## src/hw/bssw_pkg.sv

```systemverilog
package bssw_pkg;
	// byte addresses of the 32-bit words
	localparam logic [7:0] OFF_SEC_STATUS  = 8'h1c;
	localparam logic [7:0] OFF_MEM_WINDOW  = 8'h20;
	localparam logic [7:0] OFF_PREF_WINDOW = 8'h24;
	localparam logic [7:0] OFF_PREF_BASE_HI  = 8'h28;
	localparam logic [7:0] OFF_PREF_LIMIT_HI = 8'h2c;
	localparam logic [7:0] OFF_BRIDGE_CTRL = 8'h3c;
	// secondary status bit positions
	localparam int BIT_MASTER_PARITY = 24;
	localparam int BIT_SIG_TGT_ABORT = 27;
	localparam int BIT_RCV_TGT_ABORT = 28;
	localparam int BIT_RCV_MST_ABORT = 29;
	localparam int BIT_RCV_SYS_ERR   = 30;
	localparam int BIT_DET_PARITY    = 31;
	// bridge control bit positions
	localparam int BIT_PARITY_RESP_EN = 16;
	localparam int BIT_SERR_FWD_EN    = 17;
	// window field positions
	localparam int LO_FIELD_LSB = 4;
	localparam int HI_FIELD_LSB = 20;
	localparam int FIELD_W      = 12;
	localparam int ATTR_LSB_LO  = 0;
	localparam int ATTR_LSB_HI  = 16;
	localparam logic [3:0]  PREF_64BIT_CODE = 4'h1;
	localparam logic [11:0] WINDOW_RESET    = 12'h000;
	localparam logic [31:0] UPPER_RESET     = 32'h0000_0000;
	localparam logic [19:0] LOW_ZERO        = 20'h0_0000;
	localparam logic [19:0] LOW_ONES        = 20'hf_ffff;
	localparam logic [1:0]  RESP_OKAY   = 2'h0;
	localparam logic [1:0]  RESP_SLVERR = 2'h2;
endpackage : bssw_pkg

```

## src/hw/bssw_top.sv

```systemverilog
// Functional notes
// - unused legacy status bits read zero
// - master parity flag set on secondary parity
// - master parity flag needs parity response enable
// - signaled target abort on completer-abort completion sent
// - received target abort on completer-abort completion
// - received master abort on unsupported-request completion
// - received system error on fatal/nonfatal with forwarding
// - detected parity on poisoned TLP received
// - memory base bits 31:20, low zeros
// - memory limit bits 31:20, low ones
// - memory window decides memory forwarding
// - prefetch registers show 64-bit code 0001
// - prefetch base low field plus upper word
// - prefetch limit low field plus upper word
// - prefetch window decides read/write forwarding
// - parity response enable gates poison reporting, not detected parity
// - error forwarding enable passes error messages
// - upper prefetch base and limit words
//
// Implementation choice: the AXI4-Lite register port.
module bssw_top
	import bssw_pkg::*;
(
	input  wire logic        aclk,
	input  wire logic        aresetn,
	input  wire logic [7:0]  s_axi_awaddr,
	input  wire logic        s_axi_awvalid,
	output logic             s_axi_awready,
	input  wire logic [31:0] s_axi_wdata,
	input  wire logic [3:0]  s_axi_wstrb,
	input  wire logic        s_axi_wvalid,
	output logic             s_axi_wready,
	output logic [1:0]       s_axi_bresp,
	output logic             s_axi_bvalid,
	input  wire logic        s_axi_bready,
	input  wire logic [7:0]  s_axi_araddr,
	input  wire logic        s_axi_arvalid,
	output logic             s_axi_arready,
	output logic [31:0]      s_axi_rdata,
	output logic [1:0]       s_axi_rresp,
	output logic             s_axi_rvalid,
	input  wire logic        s_axi_rready,
	input  wire logic        ev_sec_parity,
	input  wire logic        ev_cpl_abort_sent,
	input  wire logic        ev_cpl_abort_rcvd,
	input  wire logic        ev_cpl_unsup_rcvd,
	input  wire logic        ev_err_msg_fatal,
	input  wire logic        ev_err_msg_nonfatal,
	input  wire logic        ev_err_msg_corr,
	input  wire logic        ev_poisoned_rcvd,
	input  wire logic [63:0] txn_addr,
	output logic             mem_window_hit,
	output logic             pref_window_hit,
	output logic             poison_report,
	output logic             err_msg_forward,
	output logic             parity_response_en,
	output logic             system_error_forward_en
);
	typedef struct packed {
		logic        aw_held;
		logic [7:0]  aw_addr;
		logic        w_held;
		logic [31:0] w_data;
		logic [3:0]  w_strb;
		logic        bvalid;
		logic [1:0]  bresp;
		logic        rvalid;
		logic [31:0] rdata;
		logic [1:0]  rresp;
		logic        mst_parity;
		logic        sig_tgt_abort;
		logic        rcv_tgt_abort;
		logic        rcv_mst_abort;
		logic        rcv_sys_err;
		logic        det_parity;
		logic [11:0] mem_base;
		logic [11:0] mem_limit;
		logic [11:0] pref_base;
		logic [11:0] pref_limit;
		logic [31:0] pref_base_hi;
		logic [31:0] pref_limit_hi;
		logic        parity_resp_en;
		logic        serr_fwd_en;
		logic        poison_rpt;
		logic        err_fwd;
	} bssw_state_t;

	bssw_state_t st_q;
	bssw_state_t st_d;

	logic [31:0] status_word;
	logic [31:0] mem_word;
	logic [31:0] pref_word;
	logic [31:0] ctrl_word;
	logic [31:0] rd_word;
	logic        rd_ok;
	logic        wr_fire;
	logic        wr_ok;
	logic [31:0] wmask;
	logic [31:0] wval;
	logic        clr_stat;
	logic [31:0] mem_base_x;
	logic [31:0] mem_limit_x;
	logic [63:0] pref_base_x;
	logic [63:0] pref_limit_x;

	always_comb begin
		status_word = '0;
		status_word[BIT_MASTER_PARITY] = st_q.mst_parity;
		status_word[BIT_SIG_TGT_ABORT] = st_q.sig_tgt_abort;
		status_word[BIT_RCV_TGT_ABORT] = st_q.rcv_tgt_abort;
		status_word[BIT_RCV_MST_ABORT] = st_q.rcv_mst_abort;
		status_word[BIT_RCV_SYS_ERR]   = st_q.rcv_sys_err;
		status_word[BIT_DET_PARITY]    = st_q.det_parity;
		mem_word = '0;
		mem_word[LO_FIELD_LSB +: FIELD_W] = st_q.mem_base;
		mem_word[HI_FIELD_LSB +: FIELD_W] = st_q.mem_limit;
		pref_word = '0;
		pref_word[ATTR_LSB_LO +: 4] = PREF_64BIT_CODE;
		pref_word[ATTR_LSB_HI +: 4] = PREF_64BIT_CODE;
		pref_word[LO_FIELD_LSB +: FIELD_W] = st_q.pref_base;
		pref_word[HI_FIELD_LSB +: FIELD_W] = st_q.pref_limit;
		ctrl_word = '0;
		ctrl_word[BIT_PARITY_RESP_EN] = st_q.parity_resp_en;
		ctrl_word[BIT_SERR_FWD_EN]    = st_q.serr_fwd_en;
	end

	always_comb begin
		rd_ok   = 1'b1;
		rd_word = '0;
		unique case (s_axi_araddr)
			OFF_SEC_STATUS:    rd_word = status_word;
			OFF_MEM_WINDOW:    rd_word = mem_word;
			OFF_PREF_WINDOW:   rd_word = pref_word;
			OFF_PREF_BASE_HI:  rd_word = st_q.pref_base_hi;
			OFF_PREF_LIMIT_HI: rd_word = st_q.pref_limit_hi;
			OFF_BRIDGE_CTRL:   rd_word = ctrl_word;
			default:           rd_ok   = 1'b0;
		endcase
	end

	// write performed once both address and data are held
	assign wr_fire = st_q.aw_held && st_q.w_held && !st_q.bvalid;
	assign wr_ok   = (st_q.aw_addr == OFF_SEC_STATUS) || (st_q.aw_addr == OFF_MEM_WINDOW)
		|| (st_q.aw_addr == OFF_PREF_WINDOW) || (st_q.aw_addr == OFF_PREF_BASE_HI)
		|| (st_q.aw_addr == OFF_PREF_LIMIT_HI) || (st_q.aw_addr == OFF_BRIDGE_CTRL);
	assign wmask   = {{8{st_q.w_strb[3]}}, {8{st_q.w_strb[2]}},
		{8{st_q.w_strb[1]}}, {8{st_q.w_strb[0]}}};
	assign wval    = st_q.w_data & wmask;
	assign clr_stat = wr_fire && (st_q.aw_addr == OFF_SEC_STATUS);

	assign s_axi_awready = !st_q.aw_held;
	assign s_axi_wready  = !st_q.w_held;
	assign s_axi_bvalid  = st_q.bvalid;
	assign s_axi_bresp   = st_q.bresp;
	assign s_axi_arready = !st_q.rvalid;
	assign s_axi_rvalid  = st_q.rvalid;
	assign s_axi_rdata   = st_q.rdata;
	assign s_axi_rresp   = st_q.rresp;

	always_comb begin
		st_d = st_q;
		if (s_axi_awvalid && !st_q.aw_held) begin
			st_d.aw_held = 1'b1;
			st_d.aw_addr = s_axi_awaddr;
		end
		if (s_axi_wvalid && !st_q.w_held) begin
			st_d.w_held = 1'b1;
			st_d.w_data = s_axi_wdata;
			st_d.w_strb = s_axi_wstrb;
		end
		if (wr_fire) begin
			st_d.aw_held = 1'b0;
			st_d.w_held  = 1'b0;
			st_d.bvalid  = 1'b1;
			st_d.bresp   = wr_ok ? RESP_OKAY : RESP_SLVERR;
			unique case (st_q.aw_addr)
				OFF_MEM_WINDOW: begin
					if (st_q.w_strb[0] && st_q.w_strb[1])
						st_d.mem_base = wval[LO_FIELD_LSB +: FIELD_W];
					if (st_q.w_strb[2] && st_q.w_strb[3])
						st_d.mem_limit = wval[HI_FIELD_LSB +: FIELD_W];
				end
				OFF_PREF_WINDOW: begin
					if (st_q.w_strb[0] && st_q.w_strb[1])
						st_d.pref_base = wval[LO_FIELD_LSB +: FIELD_W];
					if (st_q.w_strb[2] && st_q.w_strb[3])
						st_d.pref_limit = wval[HI_FIELD_LSB +: FIELD_W];
				end
				OFF_PREF_BASE_HI:
					st_d.pref_base_hi = (st_q.pref_base_hi & ~wmask) | wval;
				OFF_PREF_LIMIT_HI:
					st_d.pref_limit_hi = (st_q.pref_limit_hi & ~wmask) | wval;
				OFF_BRIDGE_CTRL: begin
					if (st_q.w_strb[2]) begin
						st_d.parity_resp_en = wval[BIT_PARITY_RESP_EN];
						st_d.serr_fwd_en    = wval[BIT_SERR_FWD_EN];
					end
				end
				default: ;
			endcase
		end
		if (st_q.bvalid && s_axi_bready)
			st_d.bvalid = 1'b0;
		if (st_q.rvalid && s_axi_rready)
			st_d.rvalid = 1'b0;
		if (s_axi_arvalid && !st_q.rvalid) begin
			st_d.rvalid = 1'b1;
			st_d.rdata  = rd_word;
			st_d.rresp  = rd_ok ? RESP_OKAY : RESP_SLVERR;
		end
		// write-one-to-clear first, so a same-cycle event still sets
		if (clr_stat) begin
			if (wval[BIT_MASTER_PARITY])
				st_d.mst_parity = 1'b0;
			if (wval[BIT_RCV_SYS_ERR])
				st_d.rcv_sys_err = 1'b0;
			if (wval[BIT_DET_PARITY])
				st_d.det_parity = 1'b0;
		end
		if (ev_sec_parity && st_q.parity_resp_en)
			st_d.mst_parity = 1'b1;
		if (ev_cpl_abort_sent)
			st_d.sig_tgt_abort = 1'b1;
		if (ev_cpl_abort_rcvd)
			st_d.rcv_tgt_abort = 1'b1;
		if (ev_cpl_unsup_rcvd)
			st_d.rcv_mst_abort = 1'b1;
		if ((ev_err_msg_fatal || ev_err_msg_nonfatal) && st_q.serr_fwd_en)
			st_d.rcv_sys_err = 1'b1;
		if (ev_poisoned_rcvd)
			st_d.det_parity = 1'b1;
		st_d.poison_rpt = ev_poisoned_rcvd && st_q.parity_resp_en;
		st_d.err_fwd = (ev_err_msg_fatal || ev_err_msg_nonfatal || ev_err_msg_corr)
			&& st_q.serr_fwd_en;
	end

	always_ff @(posedge aclk) begin
		if (!aresetn) begin
			st_q <= '0;
			st_q.mem_base      <= WINDOW_RESET;
			st_q.mem_limit     <= WINDOW_RESET;
			st_q.pref_base     <= WINDOW_RESET;
			st_q.pref_limit    <= WINDOW_RESET;
			st_q.pref_base_hi  <= UPPER_RESET;
			st_q.pref_limit_hi <= UPPER_RESET;
		end else begin
			st_q <= st_d;
		end
	end

	assign mem_base_x   = {st_q.mem_base, LOW_ZERO};
	assign mem_limit_x  = {st_q.mem_limit, LOW_ONES};
	assign pref_base_x  = {st_q.pref_base_hi, st_q.pref_base, LOW_ZERO};
	assign pref_limit_x = {st_q.pref_limit_hi, st_q.pref_limit, LOW_ONES};

	// memory window decode, never hit above 4G
	bssw_window_match #(
		.AW (64)
	) u_mem_match (
		.addr  (txn_addr),
		.base  ({32'h0000_0000, mem_base_x}),
		.limit ({32'h0000_0000, mem_limit_x}),
		.hit   (mem_window_hit)
	);

	bssw_window_match #(
		.AW (64)
	) u_pref_match (
		.addr  (txn_addr),
		.base  (pref_base_x),
		.limit (pref_limit_x),
		.hit   (pref_window_hit)
	);

	assign poison_report           = st_q.poison_rpt;
	assign err_msg_forward         = st_q.err_fwd;
	assign parity_response_en      = st_q.parity_resp_en;
	assign system_error_forward_en = st_q.serr_fwd_en;

	a_parity_gate: assert property (@(posedge aclk) disable iff (!aresetn)
		(!st_q.mst_parity && !parity_response_en) |=> !st_q.mst_parity)
		else $error("master parity set while response disabled");
	a_parity_set: assert property (@(posedge aclk) disable iff (!aresetn)
		(ev_sec_parity && parity_response_en) |=> st_q.mst_parity)
		else $error("master parity not set");
	a_poison_set: assert property (@(posedge aclk) disable iff (!aresetn)
		ev_poisoned_rcvd |=> status_word[BIT_DET_PARITY])
		else $error("detected parity not set");
	a_sys_err_gate: assert property (@(posedge aclk) disable iff (!aresetn)
		$rose(st_q.rcv_sys_err) |-> $past(st_q.serr_fwd_en))
		else $error("system error set while forwarding disabled");
	a_sig_abort: assert property (@(posedge aclk) disable iff (!aresetn)
		(ev_cpl_abort_sent || st_q.sig_tgt_abort) |=> st_q.sig_tgt_abort)
		else $error("signaled target abort not set or cleared");
	a_rcv_abort: assert property (@(posedge aclk) disable iff (!aresetn)
		ev_cpl_abort_rcvd |=> st_q.rcv_tgt_abort)
		else $error("received target abort not set");
	a_mst_abort: assert property (@(posedge aclk) disable iff (!aresetn)
		ev_cpl_unsup_rcvd |=> st_q.rcv_mst_abort)
		else $error("received master abort not set");
	// legacy and reserved bits read zero
	a_legacy_zero: assert property (@(posedge aclk) disable iff (!aresetn)
		$rose(s_axi_rvalid) && $past(s_axi_araddr) == OFF_SEC_STATUS
		|-> s_axi_rdata[26:25] == 2'b00 && s_axi_rdata[23:0] == 24'h00_0000)
		else $error("legacy status bits not zero");
	a_window_edge: assert property (@(posedge aclk) disable iff (!aresetn)
		(txn_addr == {32'h0000_0000, mem_base_x} && st_q.mem_base <= st_q.mem_limit)
		|-> mem_window_hit)
		else $error("memory window base not matched");
	a_pref_code: assert property (@(posedge aclk) disable iff (!aresetn)
		s_axi_rvalid && $past(s_axi_araddr) == OFF_PREF_WINDOW && $rose(s_axi_rvalid)
		|-> s_axi_rdata[3:0] == PREF_64BIT_CODE && s_axi_rdata[19:16] == PREF_64BIT_CODE)
		else $error("prefetch capability code wrong");
endmodule : bssw_top

```

## src/hw/bssw_window_match.sv

```systemverilog
module bssw_window_match
	import bssw_pkg::*;
#(
	parameter int AW = 32
) (
	input  wire logic [AW-1:0] addr,
	input  wire logic [AW-1:0] base,
	input  wire logic [AW-1:0] limit,
	output logic               hit
);
	// inclusive on both ends; empty window when base above limit
	assign hit = (addr >= base) && (addr <= limit);
endmodule : bssw_window_match

```

## config.mk

```make
export PLATFORM = sky130hd
export DESIGN_NAME = bssw_top
export DESIGN_NICKNAME = d
export VERILOG_FILES = /design/src/hw/bssw_pkg.sv /design/src/hw/bssw_top.sv /design/src/hw/bssw_window_match.sv
export SDC_FILE = /design/constraint.sdc
export NUM_CORES = 1
export LEC_CHECK = 0
export ABC_AREA = 0
export BUFFER_PORTS_ARGS = -buffer_cell sky130_fd_sc_hd__buf_4
export CAP_MARGIN = 0
export CORE_MARGIN = 5
export CORE_UTILIZATION = 55
export DETAILED_ROUTE_END_ITERATION = 10
export GPL_ROUTABILITY_DRIVEN = 0
export PLACE_DENSITY_LB_ADDON = 0.3
export SLEW_MARGIN = 30
export SYNTH_ARGS = -nofsm -noshare
export SYNTH_HDL_FRONTEND = slang
export SYNTH_SLANG_ARGS = --single-unit
export TNS_END_PERCENT = 100
```

## constraint.sdc

```tcl
create_clock -name aclk -period 4 [get_ports aclk]
set_clock_uncertainty 0.15 [all_clocks]
set_input_delay 0.8 -clock aclk [delete_from_list [all_inputs] [get_ports aclk]]
set_output_delay 0.8 -clock aclk [all_outputs]
set_load 0.01 [all_outputs]
```

Word-level counts from Yosys, hierarchy flattened

Index checks and enable logic that the tools add are counted.

$lt $le $gt $ge: 4
Equal/unequal tests: 12
Mux-type cells: 14
Bitwise logic cells: 7
Reductions and logical operators: 47

Operator list:

| cell                 | count |
|---|---|
| $pmux W32 S6         | 1 |
| $and A32 B32 Y32     | 3 |
| $eq A8 B6 Y1 const B | 10 |
| $ge A64 B32 Y1       | 1 |
| $ge A64 B64 Y1       | 1 |
| $le A64 B32 Y1       | 1 |
| $le A64 B64 Y1       | 1 |
| $or A32 B32 Y32      | 2 |
| $mux W35             | 1 |
| $not A32 Y32         | 1 |
| $eq A8 B5 Y1 const B | 2 |
| $logic_and A1 B1 Y1  | 16 |
| $reduce_and A3 Y1    | 5 |
| $reduce_bool A2 Y1   | 7 |
| $reduce_and A2 Y1    | 5 |
| $mux W1              | 9 |
| $logic_or A1 B1 Y1   | 7 |
| $mux W2              | 3 |
| $reduce_or A6 Y1     | 1 |
| $logic_not A1 Y1     | 4 |
| $reduce_or A2 Y1     | 2 |
| $not A1 Y1           | 1 |

Flip-flop bits (word level): 206
Input port bits: 131

Depth between registers and ports, before layout

Depth after elaboration: 7
Mapped depth: 8

Modules after synthesis

A second synthesis with hierarchy kept.

Cell total of the unflattened synthesis: 1746
Area, all modules: 14712.9 um^2

By module, submodules not included:

| module                           | instances | cells each | area an instance (um^2) | seq. area each (um^2) |
|---|---|---|---|---|
| bssw_top                         | 1         | 842        | 8328.0                  | 4083.9 |
| bssw_window_match (u_mem_match)  | 1         | 453        | 3216.8                  | 0.0 |
| bssw_window_match (u_pref_match) | 1         | 451        | 3168.0                  | 0.0 |

Least setup slack after synthesis

Ideal clock, no wire load.

Path kind: input to output
Start: input txn_addr[49]
End: output pref_window_hit
Data arrival time: 2.343 ns
Required time: 3.050 ns
Setup slack: 0.707 ns
Cell stages on the path: 7
Path buffers: 0
Cells stage by stage: ha_1 -> a21oi_1 -> o21ai_0 -> and3_1 -> a2111oi_0 -> o211ai_1 -> a22oi_1

Cells in the longest elaborated chain, start to end: 2
Elaborated cells on any way between the ends: 3
Those cells by class: order compare: 2; reduce/logical: 1

RTL lines:

| element                                          | line                    | source |
|---|---|---|
| start, declared                                  | bssw_top.sv:52          | `input wire logic [63:0] txn_addr,` |
| $ge A64 B64 Y1 or $le A64 B64 Y1 (tied branches) | bssw_window_match.sv:12 | `assign hit = (addr >= base) && (addr <= limit);` |
| $logic_and A1 B1 Y1 (*)                          | bssw_window_match.sv:12 |  |
| end, declared                                    | bssw_top.sv:54          | `output logic pref_window_hit,` |

Every way passes the cells marked *; elsewhere a longest branch is shown, timed or not.

Final worst setup path

Start: input txn_addr[21]
End: output pref_window_hit

The elaborated chain is that of the path after synthesis.

==> flow_metrics.tcl <==
set metrics [dict create \
    cts_max_level 1 \
    clk_path_buf_depth 3 \
    slew_viol_final 0 \
    drtIter0Drc 1167 \
    drtAntennaViolNets 0 \
    switchingPower_mw 1.15 \
    p_int_mw 3.54 \
    die_h_microns 157 \
    final_nets 1720 \
    dieArea_sq_mm 0.0246 \
    crit_top_cell "buf_4" \
    antenna_cells 0 \
    cp.depth 10 \
    hold_class "reg -> reg" \
    drv_cap 0 \
    start_util 0.561 \
    crit_type "in -> out" \
    vias 10500 \
    combPwrFrac 0.115 \
    mostFrequentLayoutCell "dfxtp_1" \
    p_leak_nw 5.49 \
    synth_cell_types 62 \
    path_delay_family "compound AO/OA/AOI/OAI gates" \
    syn2layout_area_growth_pct 16.5 \
    crit_buf_inv 3 \
    cellPowerDensity_mw_per_mm2 339 \
    row_count 53 \
    critPathCapture "pref_window_hit" \
    grt_util_met2 0.429 \
    grtUsageTotal 0.274 \
    p_sw_frac 0.245 \
    setup.worst_path.start "txn_addr[21]" \
    reg2reg_depth 6 \
    netlist_area_sq_mm 0.0119 \
    layout_common_cells "dfxtp_1 (204), buf_4 (198), nand2_1 (188)" \
    core_sq_mm 0.0212 \
    routed_wirelength_microns 35000 \
    hold_viol_final 0 \
    io_pins 178 \
    cts_buffers 22 \
    crit_chain "buf_4 -> ha_1 -> a21o_1 -> nand3_1 -> a211oi_1 -> a2111oi_0 -> buf_4 -> o211ai_1 -> a22oi_1 -> buf_4" \
    grt.met3_usage 0.0503 \
    die_w_microns 157 \
    async_flop_share 0 \
    clk_pin_slew_ns 0.06 \
    reg2reg_slack_ns 1.27 \
    arrival_ns 2.89 \
    antenna_found_initial 0 \
    syn-mean-instance-area_sq_um 8.76 \
    fin_crit_sh 0.960 \
    synth_edf_count 0 \
    cp-end-kind "output port" \
    ys_ff_latch 204 \
    hold_slack_ns 0.309 \
    rsz0062_at_grt "false" \
    ir_drop_mv 0.255 \
    tightestPinTransition_ns 1.03 \
    grt_pass1_wl_microns 54000 \
    cp_max_fo 4 \
    slowest_delay_ns 0.60 \
    ys_seq_area_frac 0.344 \
    reg2reg_from "st_q[197]" \
    rr_endpoint "pref_limit_x[26]" \
    overflow 0 \
    syn-instance-count 1355 \
    power_frac_clock 0.429 \
    cts_resized 0 \
    cp_slowest_cell "a2111oi_0" \
    yosysTopAreaCellShare 0.344 \
    post_cts_buffers 0 \
    setup_violations 0 \
    period_needed_ns 3.84 \
    dr.pass1.iters 5 \
    drive_gt1_frac 0.171 \
    clock_sinks 204 \
    yosys-top-cells-area "dfxtp_1 (34%), ha_1 (12%), mux2i_1 (7.9%)" \
    dpl.hpwl_microns 26100 \
    cts_tree "yes" \
    synth_ff_type "dfxtp_1" \
    crit_required_ns 3.05 \
    drc 0 \
    tns_ns 0 \
    root_buffer "clkbuf_16" \
    wl_per_cell_microns 19.9 \
    slew_headroom 0.306 \
    met1_usage 0.385 \
    yosys_warnings 0 \
    clk_latency_ns 0.50 \
    fillers 1810 \
    status "finished, final reports clean" \
    max_freq_mhz 261 \
    p_seq_frac 0.456 \
    grt_pass1_vias 10100 \
    grt-busiest-layer "met2" \
    port_buffers 175 \
    cts_hold_buf 0 \
    netlist.top_cell.by_area "dfxtp_1" \
    via_per_inst 5.94 \
    grt_max_degree 104 \
    startpoint_type "input pin" \
]
## Yosys cell counts, types with 7 or more instances
| master | n |
|---|---|
| a21o_1 | 17 |
| a21boi_0 | 100 |
| nand4_1 | 27 |
| buf_4 | 40 |
| a22oi_1 | 12 |
| nor4_1 | 19 |
| o221ai_1 | 9 |
| a221o_1 | 7 |
| buf_6 | 8 |
| nand3_1 | 76 |
| clkbuf_1 | 45 |
| nor2_1 | 20 |
| o221ai_2 | 10 |
| dfxtp_1 | 204 |
| mux2i_1 | 94 |
| o211a_1 | 19 |
| a22o_1 | 9 |
| nor2b_1 | 75 |
| ha_1 | 112 |
| a21oi_1 | 45 |
| inv_1 | 118 |
| nand2_1 | 188 |
| o21ai_0 | 15 |
## through the flow
step | util | power [mW] | setup slack, ns | instances | area, sq um
after floorplan | - | 2.47 | 0.707 | 1356 | 11900
after global placement | 0.620 | 2.70 | 0.273 | 1727 | 13100
after detailed placement | 0.621 | 2.71 | 0.221 | 1728 | 13100
after CTS | 0.653 | 4.71 | 0.215 | 1761 | 13800
after global routing | 0.653 | 4.85 | 0.116 | 1761 | 13800
final | 0.653 | 4.69 | 0.162 | 1761 | 13800
## worst min-delay path by stage
stage / from / endpoint / slack, ns / cells after the start
2_1_floorplan: s_axi_rdata[16] / s_axi_rdata[16] / 0.28 / 2
3_3_place_gp: s_axi_rdata[24] / s_axi_rdata[24] / 0.29 / 2
3_5_place_dp: s_axi_rdata[30] / s_axi_rdata[30] / 0.31 / 2
4_1_cts: s_axi_rdata[30] / s_axi_rdata[30] / 0.31 / 2
5_1_grt: ev_cpl_unsup_rcvd / st_q[118] / 0.33 / 2
6_report: s_axi_rdata[24] / s_axi_rdata[24] / 0.31 / 2
## logic make-up after synthesis
logic type / Yosys count / share of synthesized area
buf+inv: 221 / 0.0882
flops: 204 / 0.344
compound gates: 284 / 0.182
simple gates: 439 / 0.188
fa+ha+maj: 112 / 0.118
mux: 94 / 0.0793
other cells: 1 / 0.000316
## layout make-up
class                      count  area, sq um  area share
inverter                     119          447      0.0323
timing repair buffer         199         1510       0.109
sequential                   204         4080       0.296
clock inverter                 5         75.1     0.00543
tap                          275          344      0.0249
multi-input combinational    931         6750       0.488
clock buffer                  28          614      0.0445
## power groups by stage
stage	Combinational [mW]	Clock, mW	Sequential [mW]
CTS	0.537	2.03	2.13
floorplan	0.314	0	2.16
finish	0.540	2.01	2.14
global route	0.591	2.12	2.14
detailed placement	0.533	0	2.18
global placement	0.518	0	2.18
## routing by layer
metal,share of wire,up-vias,routed length [microns]
met5,0,-,0
met4,0.031,0,1080
met3,0.099,88,3470
met2,0.43,487,15100
met1,0.44,4915,15400
li1,-,4964,-
## worst min-delay path, stage by stage (launching register included)
cell and delay [ns]:
dfxtp_1 0.31, nand2_1 0.05, a21boi_1 0.05
Note: power is estimated with default switching activity, not from simulation.
